==> config.mk <==
export PLATFORM = sky130hd
export DESIGN_NAME = nfc_front_end
export DESIGN_NICKNAME = d
export VERILOG_FILES = /design/src/design/nfc_pkg.sv /design/src/design/nfc_fifo.sv /design/src/design/nfc_front_end.sv
export SDC_FILE = /design/constraint.sdc
export NUM_CORES = 1
export LEC_CHECK = 0
export ABC_CLOCK_PERIOD_IN_PS = 6650
export BUFFER_PORTS_ARGS = -buffer_cell sky130_fd_sc_hd__buf_2
export CORE_MARGIN = 8
export CORE_UTILIZATION = 25
export DETAILED_ROUTE_END_ITERATION = 6
export GPL_ROUTABILITY_DRIVEN = 0
export SYNTH_ARGS = -nofsm -noshare
export SYNTH_HDL_FRONTEND = slang
export SYNTH_SLANG_ARGS = --single-unit
==> constraint.sdc <==
create_clock -name core_clk_i -period 6.65 [get_ports core_clk_i]
set_clock_uncertainty 0.1 [all_clocks]
set_input_delay 0.3325 -clock core_clk_i [delete_from_list [all_inputs] [get_ports core_clk_i]]
set_output_delay 0.3325 -clock core_clk_i [all_outputs]
set_load 0.03 [all_outputs]
==> src/design/nfc_pkg.sv <==
// constants and types shared by the flash command front end
`default_nettype none
package nfc_pkg;
  // ****************************************
  // command codes
  // ****************************************
  localparam logic [7:0] CMD_READ_ARRAY = 8'hFF;
  localparam logic [7:0] CMD_READ_STATUS = 8'h70;
  localparam logic [7:0] CMD_READ_ID = 8'h90;
  localparam logic [7:0] CMD_READ_QUERY = 8'h98;
  localparam logic [7:0] CMD_CLEAR_STATUS = 8'h50;
  localparam logic [7:0] CMD_WORD_PROGRAM = 8'h40;
  localparam logic [7:0] CMD_BUF_PROGRAM = 8'hE8;
  localparam logic [7:0] CMD_FACTORY_SETUP = 8'h80;
  localparam logic [7:0] CMD_CONFIRM = 8'hD0;
  // ****************************************
  // status register
  // ****************************************
  localparam logic [7:0] STATUS_RESET = 8'h80;
  localparam int SR_READY_POS = 7;
  localparam int SR_ERASE_ERR_POS = 5;
  localparam int SR_PROG_ERR_POS = 4;
  // ****************************************
  // widths and counts
  // ****************************************
  localparam int DQ_W = 16;
  localparam int OP_W = 2;
  localparam int BUF_CNT_W = 9;
  localparam logic [15:0] BUF_MAX_WORDS = 16'h0200;
  localparam int SYNC_STAGES = 2;
  localparam int FIFO_DEPTH = 4;
  // ****************************************
  // operations passed to the array programmer
  // ****************************************
  localparam logic [1:0] OP_WORD = 2'h0;
  localparam logic [1:0] OP_BUF_LOAD = 2'h1;
  localparam logic [1:0] OP_BUF_GO = 2'h2;
  localparam logic [1:0] OP_FACTORY = 2'h3;
  // ****************************************
  // state machines
  // ****************************************
  typedef enum logic [6:0] {
    ST_IDLE = 7'h01,
    ST_WORD_DATA = 7'h02,
    ST_BUF_COUNT = 7'h04,
    ST_BUF_DATA = 7'h08,
    ST_BUF_CONFIRM = 7'h10,
    ST_FACT_CONFIRM = 7'h20,
    ST_FACT_RUN = 7'h40
  } nfc_state_t;
  typedef enum logic [3:0] {
    RM_ARRAY = 4'h1,
    RM_STATUS = 4'h2,
    RM_ID = 4'h4,
    RM_QUERY = 4'h8
  } nfc_rmode_t;
endpackage
`default_nettype wire
==> src/design/nfc_fifo.sv <==
// small first-in first-out buffer with valid and ready on both sides
`timescale 1ns/1ns
`default_nettype none
module nfc_fifo #(
  parameter int WIDTH = 8,
  parameter int DEPTH = 4
) (
  input wire logic core_clk_i,
  input wire logic rst_n_i,
  input wire logic flush_i,
  input wire logic in_valid_i,
  output logic in_ready_o,
  input wire logic [WIDTH-1:0] in_data_i,
  output logic out_valid_o,
  input wire logic out_ready_i,
  output logic [WIDTH-1:0] out_data_o
);
  localparam int PTR_W = (DEPTH > 1) ? $clog2(DEPTH) : 1;
  localparam int CNT_W = $clog2(DEPTH + 1);
  localparam logic [CNT_W-1:0] FULL_CNT = CNT_W'(DEPTH);
  localparam logic [PTR_W-1:0] LAST_PTR = PTR_W'(DEPTH - 1);

  logic [WIDTH-1:0] mem_reg [DEPTH];
  logic [PTR_W-1:0] wr_ptr_reg;
  logic [PTR_W-1:0] rd_ptr_reg;
  logic [CNT_W-1:0] count_reg;
  logic push;
  logic pop;

  assign in_ready_o = (count_reg != FULL_CNT);
  assign out_valid_o = (count_reg != '0);
  assign out_data_o = mem_reg[rd_ptr_reg];
  assign push = in_valid_i && in_ready_o;
  assign pop = out_valid_o && out_ready_i;

  always_ff @(posedge core_clk_i)
  begin
    if (push)
    begin
      mem_reg[wr_ptr_reg] <= in_data_i;
    end
  end

  always_ff @(posedge core_clk_i)
  begin
    if (!rst_n_i || flush_i)
    begin
      wr_ptr_reg <= '0;
      rd_ptr_reg <= '0;
      count_reg <= '0;
    end
    else
    begin
      if (push)
      begin
        wr_ptr_reg <= (wr_ptr_reg == LAST_PTR) ? '0 : PTR_W'(wr_ptr_reg + 1'b1);
      end
      if (pop)
      begin
        rd_ptr_reg <= (rd_ptr_reg == LAST_PTR) ? '0 : PTR_W'(rd_ptr_reg + 1'b1);
      end
      if (push && !pop)
      begin
        count_reg <= CNT_W'(count_reg + 1'b1);
      end
      else if (pop && !push)
      begin
        count_reg <= CNT_W'(count_reg - 1'b1);
      end
    end
  end
endmodule
`default_nettype wire

==> src/design/nfc_front_end.sv <==
// command front end and reset and standby control of a parallel flash
`timescale 1ns/1ns
`default_nettype none
module nfc_front_end
  import nfc_pkg::*;
#(
  parameter int ADDR_W = 26
) (
  input wire logic core_clk_i,
  input wire logic rst_n_i,
  input wire logic flash_rst_n_i,
  input wire logic chip_sel_n_i,
  input wire logic out_en_n_i,
  input wire logic write_en_n_i,
  input wire logic [ADDR_W-1:0] addr_i,
  input wire logic [DQ_W-1:0] dq_i,
  output logic [DQ_W-1:0] dq_o,
  output logic dq_oe_o,
  output logic [ADDR_W-1:0] array_addr_o,
  input wire logic [DQ_W-1:0] array_rdata_i,
  input wire logic [DQ_W-1:0] id_rdata_i,
  input wire logic [7:0] query_rdata_i,
  output logic prog_valid_o,
  input wire logic prog_ready_i,
  output logic [OP_W-1:0] prog_op_o,
  output logic [ADDR_W-1:0] prog_addr_o,
  output logic [DQ_W-1:0] prog_data_o,
  input wire logic array_done_i,
  input wire logic array_error_i,
  output logic array_abort_o,
  output logic busy_o
);
  localparam int PIN_W = 4 + ADDR_W + DQ_W;
  localparam int ENT_W = OP_W + ADDR_W + DQ_W;

  // ****************************************
  // pin synchronisers
  // ****************************************
  logic [PIN_W-1:0] pin_s1_reg;
  logic [PIN_W-1:0] pin_s2_reg;
  logic pin_rst_n;
  logic ce_n;
  logic oe_n;
  logic we_n;
  logic [ADDR_W-1:0] addr_s;
  logic [DQ_W-1:0] dq_s;

  always_ff @(posedge core_clk_i)
  begin
    if (!rst_n_i)
    begin
      pin_s1_reg <= {4'h7, {(PIN_W-4){1'b0}}};
      pin_s2_reg <= {4'h7, {(PIN_W-4){1'b0}}};
    end
    else
    begin
      pin_s1_reg <= {flash_rst_n_i, chip_sel_n_i, out_en_n_i, write_en_n_i, addr_i, dq_i};
      pin_s2_reg <= pin_s1_reg;
    end
  end

  assign {pin_rst_n, ce_n, oe_n, we_n, addr_s, dq_s} = pin_s2_reg;

  // ****************************************
  // write cycle capture
  // ****************************************
  logic wr_act;
  logic wr_act_reg;
  logic wr_end;
  logic [ADDR_W-1:0] cap_addr_reg;
  logic [DQ_W-1:0] cap_data_reg;
  logic pend_valid_reg;
  logic [ADDR_W-1:0] pend_addr_reg;
  logic [DQ_W-1:0] pend_data_reg;
  logic fifo_in_ready;
  logic cmd_take;

  assign wr_act = !ce_n && !we_n && oe_n && pin_rst_n;
  // first of the two strobes to rise ends the cycle
  assign wr_end = wr_act_reg && !wr_act;
  assign cmd_take = pend_valid_reg && fifo_in_ready && pin_rst_n;

  always_ff @(posedge core_clk_i)
  begin
    if (!rst_n_i || !pin_rst_n)
    begin
      wr_act_reg <= 1'b0;
      cap_addr_reg <= '0;
      cap_data_reg <= '0;
    end
    else
    begin
      wr_act_reg <= wr_act;
      if (wr_act)
      begin
        cap_addr_reg <= addr_s;
        cap_data_reg <= dq_s;
      end
    end
  end

  // a write landing while the previous one still waits is dropped
  always_ff @(posedge core_clk_i)
  begin
    if (!rst_n_i || !pin_rst_n)
    begin
      pend_valid_reg <= 1'b0;
      pend_addr_reg <= '0;
      pend_data_reg <= '0;
    end
    else if (wr_end && (!pend_valid_reg || cmd_take))
    begin
      pend_valid_reg <= 1'b1;
      pend_addr_reg <= cap_addr_reg;
      pend_data_reg <= cap_data_reg;
    end
    else if (cmd_take)
    begin
      pend_valid_reg <= 1'b0;
    end
  end

  // ****************************************
  // command interpreter
  // ****************************************
  nfc_state_t state_reg;
  nfc_state_t state_next;
  nfc_rmode_t rmode_reg;
  nfc_rmode_t rmode_next;
  logic [BUF_CNT_W-1:0] buf_cnt_reg;
  logic [BUF_CNT_W-1:0] buf_cnt_next;
  logic busy_reg;
  logic push_en;
  logic [OP_W-1:0] push_op;
  logic set_busy;
  logic seq_err;
  logic clr_err;
  logic [7:0] code;

  assign code = pend_data_reg[7:0];

  always_comb
  begin
    state_next = state_reg;
    rmode_next = rmode_reg;
    buf_cnt_next = buf_cnt_reg;
    push_en = 1'b0;
    push_op = OP_WORD;
    set_busy = 1'b0;
    seq_err = 1'b0;
    clr_err = 1'b0;
    if (state_reg == ST_FACT_RUN && array_done_i)
    begin
      state_next = ST_IDLE;
      rmode_next = RM_STATUS;
    end
    else if (cmd_take)
    begin
      // address is not decoded for commands
      case (state_reg)
        ST_IDLE:
        begin
          if (busy_reg)
          begin
            if (code == CMD_READ_STATUS)
            begin
              rmode_next = RM_STATUS;
            end
          end
          else
          begin
            case (code)
              CMD_READ_ARRAY: rmode_next = RM_ARRAY;
              CMD_READ_STATUS: rmode_next = RM_STATUS;
              CMD_READ_ID: rmode_next = RM_ID;
              CMD_READ_QUERY: rmode_next = RM_QUERY;
              CMD_CLEAR_STATUS: clr_err = 1'b1;
              CMD_WORD_PROGRAM:
              begin
                state_next = ST_WORD_DATA;
                rmode_next = RM_STATUS;
              end
              CMD_BUF_PROGRAM:
              begin
                state_next = ST_BUF_COUNT;
                rmode_next = RM_STATUS;
              end
              CMD_FACTORY_SETUP:
              begin
                state_next = ST_FACT_CONFIRM;
                rmode_next = RM_STATUS;
              end
              default: state_next = ST_IDLE;
            endcase
          end
        end
        ST_WORD_DATA:
        begin
          push_en = 1'b1;
          push_op = OP_WORD;
          set_busy = 1'b1;
          state_next = ST_IDLE;
        end
        ST_BUF_COUNT:
        begin
          // the word holds the number of words less one
          if (pend_data_reg < BUF_MAX_WORDS)
          begin
            buf_cnt_next = pend_data_reg[BUF_CNT_W-1:0];
            state_next = ST_BUF_DATA;
          end
          else
          begin
            seq_err = 1'b1;
            state_next = ST_IDLE;
          end
        end
        ST_BUF_DATA:
        begin
          push_en = 1'b1;
          push_op = OP_BUF_LOAD;
          buf_cnt_next = BUF_CNT_W'(buf_cnt_reg - 1'b1);
          if (buf_cnt_reg == '0)
          begin
            state_next = ST_BUF_CONFIRM;
          end
        end
        ST_BUF_CONFIRM:
        begin
          state_next = ST_IDLE;
          if (code == CMD_CONFIRM)
          begin
            push_en = 1'b1;
            push_op = OP_BUF_GO;
            set_busy = 1'b1;
          end
          else
          begin
            seq_err = 1'b1;
          end
        end
        ST_FACT_CONFIRM:
        begin
          if (code == CMD_CONFIRM)
          begin
            push_en = 1'b1;
            push_op = OP_FACTORY;
            set_busy = 1'b1;
            state_next = ST_FACT_RUN;
          end
          else
          begin
            seq_err = 1'b1;
            state_next = ST_IDLE;
          end
        end
        ST_FACT_RUN:
        begin
          // every write is a data word, never a command
          push_en = 1'b1;
          push_op = OP_FACTORY;
        end
        default: state_next = ST_IDLE;
      endcase
      if (seq_err)
      begin
        rmode_next = RM_STATUS;
      end
    end
  end

  always_ff @(posedge core_clk_i)
  begin
    if (!rst_n_i || !pin_rst_n)
    begin
      state_reg <= ST_IDLE;
      rmode_reg <= RM_ARRAY;
      buf_cnt_reg <= '0;
    end
    else
    begin
      state_reg <= state_next;
      rmode_reg <= rmode_next;
      buf_cnt_reg <= buf_cnt_next;
    end
  end

  // ****************************************
  // status register
  // ****************************************
  logic prog_err_reg;
  logic erase_err_reg;
  logic [7:0] status_byte;

  // chip select has no say here, so work runs on while deselected
  always_ff @(posedge core_clk_i)
  begin
    if (!rst_n_i || !pin_rst_n)
    begin
      busy_reg <= 1'b0;
    end
    else if (set_busy)
    begin
      busy_reg <= 1'b1;
    end
    else if (array_done_i)
    begin
      busy_reg <= 1'b0;
    end
  end

  // a setting event wins over a clear in the same cycle
  always_ff @(posedge core_clk_i)
  begin
    if (!rst_n_i || !pin_rst_n)
    begin
      prog_err_reg <= 1'b0;
      erase_err_reg <= 1'b0;
    end
    else
    begin
      if (seq_err || array_error_i)
      begin
        prog_err_reg <= 1'b1;
      end
      else if (clr_err)
      begin
        prog_err_reg <= 1'b0;
      end
      if (seq_err)
      begin
        erase_err_reg <= 1'b1;
      end
      else if (clr_err)
      begin
        erase_err_reg <= 1'b0;
      end
    end
  end

  always_comb
  begin
    status_byte = '0;
    status_byte[SR_READY_POS] = !busy_reg;
    status_byte[SR_ERASE_ERR_POS] = erase_err_reg;
    status_byte[SR_PROG_ERR_POS] = prog_err_reg;
  end

  // ****************************************
  // program path buffer
  // ****************************************
  logic fifo_out_valid;
  logic fifo_out_ready;
  logic [ENT_W-1:0] fifo_out_data;

  nfc_fifo #(
    .WIDTH(ENT_W),
    .DEPTH(FIFO_DEPTH)
  ) u_fifo (
    .core_clk_i(core_clk_i),
    .rst_n_i(rst_n_i),
    .flush_i(!pin_rst_n),
    .in_valid_i(push_en),
    .in_ready_o(fifo_in_ready),
    .in_data_i({push_op, pend_addr_reg, pend_data_reg}),
    .out_valid_o(fifo_out_valid),
    .out_ready_i(fifo_out_ready),
    .out_data_o(fifo_out_data)
  );

  assign fifo_out_ready = !prog_valid_o || prog_ready_i;

  always_ff @(posedge core_clk_i)
  begin
    if (!rst_n_i || !pin_rst_n)
    begin
      prog_valid_o <= 1'b0;
      prog_op_o <= OP_WORD;
      prog_addr_o <= '0;
      prog_data_o <= '0;
    end
    else if (fifo_out_ready)
    begin
      prog_valid_o <= fifo_out_valid;
      if (fifo_out_valid)
      begin
        {prog_op_o, prog_addr_o, prog_data_o} <= fifo_out_data;
      end
    end
  end

  // ****************************************
  // read data and output drivers
  // ****************************************
  always_ff @(posedge core_clk_i)
  begin
    if (!rst_n_i)
    begin
      dq_oe_o <= 1'b0;
      dq_o <= '0;
      array_addr_o <= '0;
      array_abort_o <= 1'b0;
      busy_o <= 1'b0;
    end
    else
    begin
      dq_oe_o <= pin_rst_n && !ce_n && !oe_n && we_n;
      array_abort_o <= !pin_rst_n;
      busy_o <= busy_reg;
      array_addr_o <= addr_s;
      case (rmode_reg)
        RM_ARRAY: dq_o <= array_rdata_i;
        RM_STATUS: dq_o <= {8'h00, status_byte};
        RM_ID: dq_o <= id_rdata_i;
        RM_QUERY: dq_o <= {8'h00, query_rdata_i};
        default: dq_o <= '0;
      endcase
    end
  end

  // ****************************************
  // checks
  // ****************************************
  AST_DESELECT_HIZ: assert property (@(posedge core_clk_i) disable iff (!rst_n_i)
    ce_n |=> !dq_oe_o) else $error("data driven while deselected");
  AST_DESELECT_KEEPS_BUSY: assert property (@(posedge core_clk_i) disable iff (!rst_n_i)
    busy_reg && ce_n && pin_rst_n && !array_done_i |=> busy_reg)
    else $error("deselect stopped operation");
  AST_RESET_STATE: assert property (@(posedge core_clk_i) disable iff (!rst_n_i)
    !pin_rst_n |=> status_byte == STATUS_RESET && rmode_reg == RM_ARRAY && state_reg == ST_IDLE)
    else $error("reset state wrong");
  AST_RESET_ABORT: assert property (@(posedge core_clk_i) disable iff (!rst_n_i)
    rst_n_i && !pin_rst_n |=> !dq_oe_o && array_abort_o && !prog_valid_o)
    else $error("reset did not abort and float");
  AST_READ_ARRAY: assert property (@(posedge core_clk_i) disable iff (!rst_n_i)
    cmd_take && state_reg == ST_IDLE && !busy_reg && code == CMD_READ_ARRAY
    |=> rmode_reg == RM_ARRAY ##1 dq_o == $past(array_rdata_i))
    else $error("read array not selected");
  AST_PROGRAM_STATUS: assert property (@(posedge core_clk_i) disable iff (!rst_n_i)
    cmd_take && state_reg == ST_IDLE && !busy_reg
    && (code == CMD_WORD_PROGRAM || code == CMD_BUF_PROGRAM)
    |=> rmode_reg == RM_STATUS) else $error("program did not select status");
  AST_CLEAR_ERRORS: assert property (@(posedge core_clk_i) disable iff (!rst_n_i)
    cmd_take && state_reg == ST_IDLE && !busy_reg && code == CMD_CLEAR_STATUS && !array_error_i
    |=> !prog_err_reg && !erase_err_reg) else $error("errors not cleared");
  AST_WORD_PUSH: assert property (@(posedge core_clk_i) disable iff (!rst_n_i)
    cmd_take && state_reg == ST_WORD_DATA
    |-> push_en && push_op == OP_WORD ##1 busy_reg && state_reg == ST_IDLE)
    else $error("word program not started");
  AST_BUSY_IGNORES: assert property (@(posedge core_clk_i) disable iff (!rst_n_i)
    cmd_take && state_reg == ST_IDLE && busy_reg && code != CMD_READ_STATUS
    |=> $stable(rmode_reg) && state_reg == ST_IDLE) else $error("busy accepted command");
  AST_BUF_LIMIT: assert property (@(posedge core_clk_i) disable iff (!rst_n_i)
    cmd_take && state_reg == ST_BUF_COUNT && pend_data_reg >= BUF_MAX_WORDS
    |=> state_reg == ST_IDLE && erase_err_reg && prog_err_reg)
    else $error("oversize buffer accepted");
  AST_BUF_CONFIRM: assert property (@(posedge core_clk_i) disable iff (!rst_n_i)
    cmd_take && state_reg == ST_BUF_CONFIRM && code == CMD_CONFIRM
    |-> push_en && push_op == OP_BUF_GO) else $error("buffer confirm lost");
  AST_FACT_HOLD: assert property (@(posedge core_clk_i) disable iff (!rst_n_i)
    state_reg == ST_FACT_RUN && pin_rst_n && !array_done_i |=> state_reg == ST_FACT_RUN)
    else $error("factory mode left early");
  AST_FACT_CONFIRM: assert property (@(posedge core_clk_i) disable iff (!rst_n_i)
    cmd_take && state_reg == ST_FACT_CONFIRM && code == CMD_CONFIRM
    |-> push_en && push_op == OP_FACTORY ##1 state_reg == ST_FACT_RUN)
    else $error("factory confirm lost");
  AST_SEQ_ERROR: assert property (@(posedge core_clk_i) disable iff (!rst_n_i)
    cmd_take && (state_reg == ST_BUF_CONFIRM || state_reg == ST_FACT_CONFIRM)
    && code != CMD_CONFIRM
    |=> prog_err_reg && erase_err_reg && rmode_reg == RM_STATUS)
    else $error("sequence error not flagged");
  AST_WRITE_CAPTURE: assert property (@(posedge core_clk_i) disable iff (!rst_n_i)
    wr_end && !pend_valid_reg && pin_rst_n
    |=> pend_valid_reg && pend_data_reg == $past(cap_data_reg))
    else $error("write not captured");
endmodule
`default_nettype wire

==> results.cfg, run 1 <==
[cts]
clock_buffer_count_from_cts = 46
cts_post_setup_buffers_inserted = 0
clk-insertion-delay-late_ps = 570
clock_net_sink_count = 474
cts-root-to-sink-buffers = 3
clockRootBuffer = sky130_fd_sc_hd__clkbuf_16
clk_pin_slew_worst_paths_ps = 70
cts_htree_levels = 2
tritoncts_clock_tree = yes

[place]
portBuffers = 180
setup_slack_placement_ps = 2820
placed_cell_area_um2 = 18600
placed_cells_incl_taps = 2378
place.detailed.hpwl_um = 26000

[job]
max_cap_violations = 0

[timing]
timing_hold_violations_final = 0
achievable-frequency_mhz = 253
slew-limit-headroom_pct = 21.9
grt_setup_unrepaired = no
fin_tns_setup_ps = 0
layout_worst_path_cycle_share_pct = 59.5
fin_ws_ps = 2690
final-setup-viol-count = 0
finalCriticalPeriod_ps = 3960
max_slew.worst_pin.slew_ps = 1160
final-max-slew-violation-count = 0

[worst_setup_path]
crit_arrival_ps = 4340
worst_setup_path_end_kind = register
max_fanout_on_critical_path = 22
crit_required_ps = 7030
path_class = register to register
worstSetupStartpointType = register

[cells_and_area]
finish.cell_count_without_fillers = 2545
layout_commonest_cell = sky130_fd_sc_hd__dfxtp_1
fillCellCount = 6702
layout.cell_area.non_filler_um2 = 21100
layout.cells.most_common_list = sky130_fd_sc_hd__dfxtp_1, sky130_fd_sc_hd__nand2_1, sky130_fd_sc_hd__buf_2
areaGrowthSynthToFinish_pct = 25.1
final_net_count = 1732
max_ffs_per_register = 176
final_layout_size_suffix_gt1_share_pct = 20.6

[global_routing]
global_route.usage.total_pct = 10.2
number_of_global_route_vias_before_repair = 11100
grt_remaining_overflow = 0
grt_pass1_wl_um = 62200
antenna_found_initial = 0
pin_count_of_the_biggest_net_entering_global_routing = 123

[pwr]
power.ir.vdd_worst_mv = 0.166
power_per_cell_area_nw_per_um2 = 285
leakage_nw = 7.78

[die]
dieWidth_um = 275
core_region_area_um2 = 66900
initial_core_util_pct = 25.2
io_pins = 181
die_height_um = 275
std_cell_rows = 95
total_die_area_um2 = 75900

[routing]
route.antenna.remaining_nets = 0
drcViolationCount = 0
drtPass1Iterations = 5
wirelength_um = 39800
num_vias = 10900
detail_route.wl_per_cell_um = 15.6
detail_route.iter0.violations = 670
detail_route.vias_per_cell = 4.28

[logic_synthesis]
asyncSetResetFlopFracSynth_pct = 0
synthesis.nets = 1502
synth_compound_gate_area_share_pct = 7.75
synth.yosys.seq_area_share_pct = 66.8
muxShareOfSynthArea_pct = 6.26
yosys_most_used_dff = sky130_fd_sc_hd__dfxtp_1
synth_area_leaders = sky130_fd_sc_hd__dfxtp_1, sky130_fd_sc_hd__edfxtp_1, sky130_fd_sc_hd__nand2_1
synth-edff-count = 176
synth_area_per_cell_um2 = 12.0
synth_adder_area_share_pct = 0.639
synthDominantCellAreaShare_pct = 35.4
mappedNetlistArea_um2 = 16800
synthSimpleGateAreaFrac_pct = 15.5
yosys_register_bits = 474
synth_top_family_by_area = simple AND/OR/NAND/NOR gates
netlist-cell-type-count = 70
synth.largest_area_cell = sky130_fd_sc_hd__dfxtp_1
synth_xor_xnor_area_share_pct = 0.312
yosysWarnings = 0
synth_cells = 1403

[status]
run_status = complete, no violations

[worst_hold_path]
timing.hold.worst.class = input port to register
routing by layer:
layer / up-vias / part of all wire (%) / GRT usage, %
met5: - / 0 / 0
met4: 0 / 2.7 / 3.60
met3: 76 / 5.4 / 2.48
met2: 289 / 45 / 15.9
met1: 5182 / 46 / 13.8
li1: 5350 / - / -
power breakdown:
| group | internal (mW) | switching, mW |
|---|---|---|
| combinational | 0.0755 | 0.0688 |
| clock | 1.72 | 1.11 |
| sequential | 3.02 | 0.0139 |
| total | 4.81 | 1.19 |
cell families (layout without fill, tap and decap cells):
logic type | after synthesis | count (layout)
other | 0 | 1
adder cells (fa/ha/maj) | 8 | 8
buffers and inverters | 102 | 370
flip-flops | 474 | 474
XOR/XNOR | 6 | 6
multiplexers | 50 | 50
AND/OR/NAND/NOR | 540 | 540
AO/OA/AOI/OAI | 223 | 223
worst max-delay path, cell delays in order (launching register included):
cell and delay (ps):
sky130_fd_sc_hd__dfxtp_1 390, sky130_fd_sc_hd__nor3_1 570, sky130_fd_sc_hd__nand4b_1 800, sky130_fd_sc_hd__o21ai_0 290, sky130_fd_sc_hd__o21a_1 340, sky130_fd_sc_hd__ha_1 250
sky130_fd_sc_hd__inv_1 70, sky130_fd_sc_hd__fa_1 430, sky130_fd_sc_hd__xor2_1 180, sky130_fd_sc_hd__or3_1 300, sky130_fd_sc_hd__a21oi_1 150
layout make-up:
class	instances	area (um^2)	share of cell area, %
Timing Repair Buffer	273	1800	8.56
Multi-Input combinational cell	827	5200	24.7
Clock buffer	58	1240	5.87
Clock inverter	28	422	2.00
Inverter	11	41.3	0.196
Tap cell	873	1090	5.19
Sequential cell	474	11300	53.5
Antenna cell	1	2.50	0.0119
per-stage QoR:
step	utilization, %	hold slack, ps	power [mW]
2_1_floorplan	-	286	3.15
3_3_place_gp	27.8	310	3.21
3_5_place_dp	27.8	299	3.21
4_1_cts	31.4	1.41	6.09
5_1_grt	31.5	9.68	6.22
6_report	31.5	24.7	6.01
worst paths after layout:
kind / start / endpoint / slack (ps) / cells after the start
setup reg to reg: state_reg[6] / u_fifo.count_reg[2] / 2690 / 10
setup / recovery: state_reg[6] / u_fifo.count_reg[2] / 2690 / 10
hold / removal: prog_ready_i / prog_valid_o / 20 / 3
hold reg to reg: pin_s1_reg[44] / pin_s2_reg[44] / 310 / 1
synth_stat cells, drive strengths merged, types with 2 or more instances:
master,number
a21o,2
a21oi,147
a221oi,2
a222oi,2
a22oi,20
a31oi,2
and2,121
and3,3
and4,4
buf,19
clkbuf,72
dfxtp,298
edfxtp,176
ha,7
inv,11
mux2,2
mux2i,4
mux4,44
nand2,290
nand2b,15
nand3,9
nand4,5
nand4b,2
nor2,48
nor2b,3
nor3,17
nor4,5
nor4b,6
o211ai,3
o21a,4
o21ai,20
o22ai,2
o31ai,7
o32a,2
o32ai,2
or3,3
or4,4
xnor2,2
xor2,4
what timing repair did:
| action | CTS | global route |
|---|---|---|
| hold buffers | 80 | 0 |
| endpoints found under the hold margin | 64 | 0 |
| gates resized for setup | 0 | 0 |
Note: power is estimated with default switching activity, not from simulation.
==> run 2, diff against run 1 <==
--- a/config.mk
+++ b/config.mk
@@ -5,7 +5,8 @@
 export SDC_FILE = /design/constraint.sdc
 export NUM_CORES = 1
 export LEC_CHECK = 0
-export ABC_CLOCK_PERIOD_IN_PS = 6650
+export ABC_AREA = 1
+export ABC_CLOCK_PERIOD_IN_PS = 3400
 export BUFFER_PORTS_ARGS = -buffer_cell sky130_fd_sc_hd__buf_2
 export CORE_MARGIN = 8
 export CORE_UTILIZATION = 25
==> constraint.sdc (replaced) <==
create_clock -name core_clk_i -period 3.4 [get_ports core_clk_i]
set_clock_uncertainty 0.1 [all_clocks]
set_input_delay 0.17 -clock core_clk_i [delete_from_list [all_inputs] [get_ports core_clk_i]]
set_output_delay 0.17 -clock core_clk_i [all_outputs]
set_load 0.03 [all_outputs]
==> run 2 against run 1 <==
Compared with the run above: area after synthesis grew 1.4%; clock-buffer cell count is 2 higher; register-to-register slack worse by 2100 ps; total power increased by 95%; critical path type unchanged; critical endpoint unchanged; largest cell class unchanged; highest routed layer unchanged.
==> results.cfg, run 2 <==
[status]
run_status = complete, no violations

[routing]
detail_route.wl_per_cell_um = 14.1
detail_route.vias_per_cell = 4.09
num_vias = 12200
route.antenna.remaining_nets = 0
detail_route.iter0.violations = 721
drtPass1Iterations = 5
wirelength_um = 42000
drcViolationCount = 0

[place]
place.detailed.hpwl_um = 27200
setup_slack_placement_ps = 601
placed_cells_incl_taps = 2801
portBuffers = 180

[global_routing]
pin_count_of_the_biggest_net_entering_global_routing = 91
antenna_found_initial = 2
grt_pass1_wl_um = 66000
grt_remaining_overflow = 0
number_of_global_route_vias_before_repair = 11800
global_route.usage.total_pct = 10.6

[timing]
layout_worst_path_cycle_share_pct = 82.9
finalCriticalPeriod_ps = 2820
fin_tns_setup_ps = 0
max_slew.worst_pin.slew_ps = 992
achievable-frequency_mhz = 355
final-setup-viol-count = 0
grt_setup_unrepaired = no
slew-limit-headroom_pct = 33.8
final-max-slew-violation-count = 0
fin_ws_ps = 582
timing_hold_violations_final = 0

[die]
dieWidth_um = 277
total_die_area_um2 = 76900
die_height_um = 277
std_cell_rows = 95
core_region_area_um2 = 67400
io_pins = 181
initial_core_util_pct = 25.3

[pwr]
power_switching_share_pct = 20.6
internal_power_mw = 9.29
leakage_nw = 9.08
proportion_of_power_drawn_by_flip_flops_and_latches_pct = 50.8
power_frac_clock_pct = 46.6
power_per_cell_area_nw_per_um2 = 545
power.ir.vdd_worst_mv = 0.331
share_comb_of_total_power_pct = 2.6
finalPower_mw = 11.7
power.net_switching_mw = 2.41

[cts]
cts_htree_levels = 2
clockRootBuffer = sky130_fd_sc_hd__clkbuf_16
post_cts.resized_instances = 0
cts-root-to-sink-buffers = 3
clock_net_sink_count = 474
cts_post_setup_buffers_inserted = 0
clk-insertion-delay-late_ps = 580
tritoncts_clock_tree = yes
clk_pin_slew_worst_paths_ps = 60
cts.hold.buffers_added = 82
clock_buffer_count_from_cts = 48

[logic_synthesis]
asyncSetResetFlopFracSynth_pct = 0
synth.yosys.seq_area_share_pct = 65.9
yosys_most_used_dff = sky130_fd_sc_hd__dfxtp_1
synth-edff-count = 176
synth_cells = 1815
synth_area_leaders = sky130_fd_sc_hd__dfxtp_1, sky130_fd_sc_hd__edfxtp_1, sky130_fd_sc_hd__nor2_1
mappedNetlistArea_um2 = 17100
yosysWarnings = 0
synth_area_per_cell_um2 = 9.40
synthDominantCellAreaShare_pct = 35.0
synth.most_common_cell = sky130_fd_sc_hd__nor2_1
synth.largest_area_cell = sky130_fd_sc_hd__dfxtp_1
top_post_synthesis_cells_by_count = sky130_fd_sc_hd__nor2_1, sky130_fd_sc_hd__dfxtp_1, sky130_fd_sc_hd__nand2_1
netlist-cell-type-count = 39
yosys_register_bits = 474
synthesis.nets = 1914

[worst_hold_path]
timing.hold.worst.class = input port to register

[cells_and_area]
areaGrowthSynthToFinish_pct = 25.7
max_ffs_per_register = 176
layout_commonest_cell = sky130_fd_sc_hd__nor2_1
final_layout_size_suffix_gt1_share_pct = 15.0
final_net_count = 2159
layout.cells.most_common_list = sky130_fd_sc_hd__nor2_1, sky130_fd_sc_hd__dfxtp_1, sky130_fd_sc_hd__nand2_1
fillCellCount = 6913
finish.cell_count_without_fillers = 2973

[worst_setup_path]
crit_required_ps = 3810
worstSetupStartpointType = register
worst_setup_path_end_kind = register
crit_arrival_ps = 3220
max_fanout_on_critical_path = 8
path_class = register to register

[job]
max_cap_violations = 0
run 2: metrics by stage:
stage | cell area (um^2) | util [%] | hold WS, ps
2_1_floorplan | 17100 | - | 168
3_3_place_gp | 19000 | 28.1 | 252
3_5_place_dp | 19000 | 28.1 | 253
4_1_cts | 21400 | 31.8 | 167
5_1_grt | 21500 | 31.8 | 202
6_report | 21500 | 31.8 | 211
run 2: layout make-up:
| cell class | instances | area (um^2) | area share, % |
|---|---|---|---|
| Antenna cell | 2 | 5.00 | 0.0233 |
| Multi-Input combinational cell | 1061 | 4790 | 22.3 |
| Inverter | 194 | 729 | 3.40 |
| Clock buffer | 60 | 1320 | 6.14 |
| Tap cell | 873 | 1090 | 5.09 |
| Clock inverter | 28 | 339 | 1.58 |
| Timing Repair Buffer | 281 | 1930 | 8.99 |
| Sequential cell | 474 | 11300 | 52.5 |
run 2: critical path, stage by stage, from the launching register on:
cell	delay, ps
sky130_fd_sc_hd__dfxtp_1	470
sky130_fd_sc_hd__nand2_1	150
sky130_fd_sc_hd__nor2_1	180
sky130_fd_sc_hd__nand2_1	100
sky130_fd_sc_hd__inv_1	80
sky130_fd_sc_hd__nand2_1	80
sky130_fd_sc_hd__nand3_1	90
sky130_fd_sc_hd__nand2_2	190
sky130_fd_sc_hd__inv_1	140
sky130_fd_sc_hd__ha_1	170
sky130_fd_sc_hd__inv_1	80
sky130_fd_sc_hd__fa_1	450
sky130_fd_sc_hd__nor2_1	120
sky130_fd_sc_hd__nor2_1	50
sky130_fd_sc_hd__nand2_1	70
sky130_fd_sc_hd__o21ai_0	70
sky130_fd_sc_hd__a21oi_1	160
run 2: path summary, 6_finish.rpt:
kind                                       start                  end  slack (ps)  depth (start not counted)
worst max-delay path            pend_data_reg[6]  u_fifo.count_reg[2]         580                         16
worst min-delay path                  addr_i[23]       pin_s1_reg[39]         210                          4
worst max register to register  pend_data_reg[6]  u_fifo.count_reg[2]         580                         16
worst min register to register     pin_s1_reg[7]        pin_s2_reg[7]         310                          2
run 2: cell families after synthesis:
kind of cell	after synthesis	share of synthesized area [%]
AND/OR/NAND/NOR	720	17.0
flip-flops	474	65.9
AO/OA/AOI/OAI	332	10.2
XOR/XNOR	1	0.0513
buffers and inverters	280	6.25
adder cells (fa/ha/maj)	8	0.630
run 2: power groups by stage:
stage               sequential, mW  combinational, mW  clock [mW]
CTS                           5.94              0.312        5.63
finish                        5.94              0.309        5.45
global route                  5.94              0.343        5.83
global placement              6.06              0.235           0
floorplan                     6.09             0.0937           0
detailed placement            6.06              0.237           0
run 2: per-layer routing:
metal	share of wire [%]	up-vias	global-route usage, %
met1	48	5480	13.8
met2	45	247	17.1
met5	0	-	0
met3	5.3	66	2.65
li1	-	6381	-
met4	2.4	0	3.19
==> run 3, diff against run 2 <==
--- a/config.mk
+++ b/config.mk
@@ -6,7 +6,7 @@
 export NUM_CORES = 1
 export LEC_CHECK = 0
 export ABC_AREA = 1
-export ABC_CLOCK_PERIOD_IN_PS = 3400
+export ABC_CLOCK_PERIOD_IN_PS = 2550
 export BUFFER_PORTS_ARGS = -buffer_cell sky130_fd_sc_hd__buf_2
 export CORE_MARGIN = 8
 export CORE_UTILIZATION = 25
==> constraint.sdc (replaced) <==
create_clock -name core_clk_i -period 2.55 [get_ports core_clk_i]
set_clock_uncertainty 0.1 [all_clocks]
set_input_delay 0.1275 -clock core_clk_i [delete_from_list [all_inputs] [get_ports core_clk_i]]
set_output_delay 0.1275 -clock core_clk_i [all_outputs]
set_load 0.03 [all_outputs]
==> run 3 against run 2 <==
Compared with the run above: fmax is 19% higher; sequential share of layout area is 0.59 points lower; first-iteration DRC count is 6.0% lower; critical path depth stayed put; sequential power is 33% higher.
==> results.cfg, run 3 (synthesis results as in run 2) <==
[pwr]
share_comb_of_total_power_pct = 2.7
power.ir.vdd_worst_mv = 0.501
internal_power_mw = 12.1
power_frac_clock_pct = 46.1
finalPower_mw = 15.5
power.net_switching_mw = 3.33
power_per_cell_area_nw_per_um2 = 713
proportion_of_power_drawn_by_flip_flops_and_latches_pct = 51.2
power_switching_share_pct = 21.5
leakage_nw = 9.20

[cts]
clk_pin_slew_worst_paths_ps = 70
cts_post_setup_buffers_inserted = 0
clk-insertion-delay-late_ps = 600
cts-root-to-sink-buffers = 3
clock_net_sink_count = 474
clockRootBuffer = sky130_fd_sc_hd__clkbuf_16
cts_htree_levels = 2
tritoncts_clock_tree = yes
clock_buffer_count_from_cts = 49

[die]
dieWidth_um = 277
std_cell_rows = 95
initial_core_util_pct = 25.3
total_die_area_um2 = 76900
core_region_area_um2 = 67400
die_height_um = 277
io_pins = 181

[global_routing]
grt_remaining_overflow = 0
number_of_global_route_vias_before_repair = 11900
pin_count_of_the_biggest_net_entering_global_routing = 140
global_route.usage.total_pct = 10.8
antenna_found_initial = 0
grt_pass1_wl_um = 67100

[worst_setup_path]
critPathBufInv = 3
cp_slowest_cell = sky130_fd_sc_hd__dfxtp_1
crit-reg2reg-launch = pend_data_reg[4]
r2r_slack_ps = 190
crit_chain = nand2_1 -> nor2_1 -> nand2_1 -> inv_1 -> nand2_1 -> nand3_1 -> nand2_2 -> inv_1 -> ha_1 -> inv_1 -> fa_1 -> nor2_1 -> nor2_1 -> nand2_1 -> o21ai_0 -> a21oi_1
worst_r2r_path_depth = 16
crit_required_ps = 2970
worst_setup_path_end_kind = register
worst_path_most_repeated_cell = sky130_fd_sc_hd__nand2_1
worstSetupStartpointType = register
crit_arrival_ps = 2780
cp_top_family = simple AND/OR/NAND/NOR gates
max_fanout_on_critical_path = 7
critical_path.reg2reg.endpoint = u_fifo.count_reg[2]
critical_path.max_stage_delay_ps = 430
path_class = register to register

[timing]
timing_hold_violations_final = 0
max_slew.worst_pin.slew_ps = 1040
layout_worst_path_cycle_share_pct = 92.5
finalCriticalPeriod_ps = 2360
slew-limit-headroom_pct = 30.6
grt_setup_unrepaired = no
achievable-frequency_mhz = 424
fin_ws_ps = 191
final-setup-viol-count = 0
final-max-slew-violation-count = 0

[routing]
route.antenna.remaining_nets = 0
drtPass1Iterations = 4
detail_route.wl_per_cell_um = 14.2
detail_route.iter0.violations = 678
num_vias = 12300
wirelength_um = 42700
detail_route.vias_per_cell = 4.09
drcViolationCount = 0

[cells_and_area]
layout_commonest_cell = sky130_fd_sc_hd__nor2_1
layout.cells.most_common_list = sky130_fd_sc_hd__nor2_1, sky130_fd_sc_hd__dfxtp_1, sky130_fd_sc_hd__nand2_1
register_area_um2 = 11300
final_layout_size_suffix_gt1_share_pct = 15.6
n_antenna_cell = 0
max_ffs_per_register = 176
fillCellCount = 6886
final_net_count = 2186
total_area_of_multi_input_combinational_cells_um2 = 4790
areaGrowthSynthToFinish_pct = 27.1

[worst_hold_path]
hp-start = addr_i[0]
whs_endpoint = pin_s1_reg[16]
timing.hold.worst.class = input port to register
worstHoldPathCells = 4

[job]
max_cap_violations = 0

[place]
setup_slack_placement_ps = 183
place.detailed.hpwl_um = 26700
portBuffers = 180

[status]
run_status = complete, no violations
-- run 3: how the worst max path moves through the flow --
| stage | cells after the start | start | slack [ps] | to |
|---|---|---|---|---|
| after floorplan | 9 | pend_data_reg[1] | -220 | u_fifo.mem_reg[0][0] |
| after global placement | 15 | state_reg[3] | 200 | u_fifo.count_reg[2] |
| after detailed placement | 15 | state_reg[3] | 180 | u_fifo.count_reg[2] |
| after CTS | 15 | state_reg[3] | 170 | u_fifo.count_reg[2] |
| final | 16 | pend_data_reg[4] | 190 | u_fifo.count_reg[2] |
| after global routing | 16 | pend_data_reg[4] | 20 | u_fifo.count_reg[2] |
-- run 3: tightest hold or removal path: cells and delay by family --
kind | cells | cell delay [ps]
simple gates | 1 | 40
buf+inv | 3 | 640
-- run 3: repair_timing --
item,CTS,global route
resized for setup,0,1
endpoints found under the setup margin,0,1
hold endpoints to repair,85,0
hold buffers,94,0
-- run 3: layer usage --
metal,vias to the layer above,track usage [%],wire length [um]
li1,6418,-,-
met1,5577,14.4,20400
met2,207,17.2,19000
met3,68,2.55,2110
met4,0,3.51,1130
met5,-,0,0
-- run 3: final cells by class --
cell class	count	area share, %
clock inverters	27	1.31
well taps	873	5.03
flip-flops and latches	474	51.9
clock buffers	63	6.12
inverters	194	3.36
repair buffers	307	10.2
multi-input cells	1061	22.1
-- run 3: power by group through the flow --
stage	clock network (mW)	logic, mW	registers (mW)
floorplan	0	0.125	8.12
global placement	0	0.313	8.08
detailed placement	0	0.316	8.08
CTS	7.37	0.427	7.92
global route	7.65	0.471	7.92
finish	7.13	0.424	7.92
-- run 3: metrics by stage --
stage                     util, %  instance area (um^2)  instances  hold slack, ps  setup TNS [ps]
after floorplan                 -                 17100       1815             125          -38740
after global placement       28.4                 19100       2815             211               0
after detailed placement     28.4                 19100       2815             210               0
after CTS                    32.2                 21700       2999             114               0
after global routing         32.2                 21700       2999             152               0
final                        32.2                 21700       2999             156               0
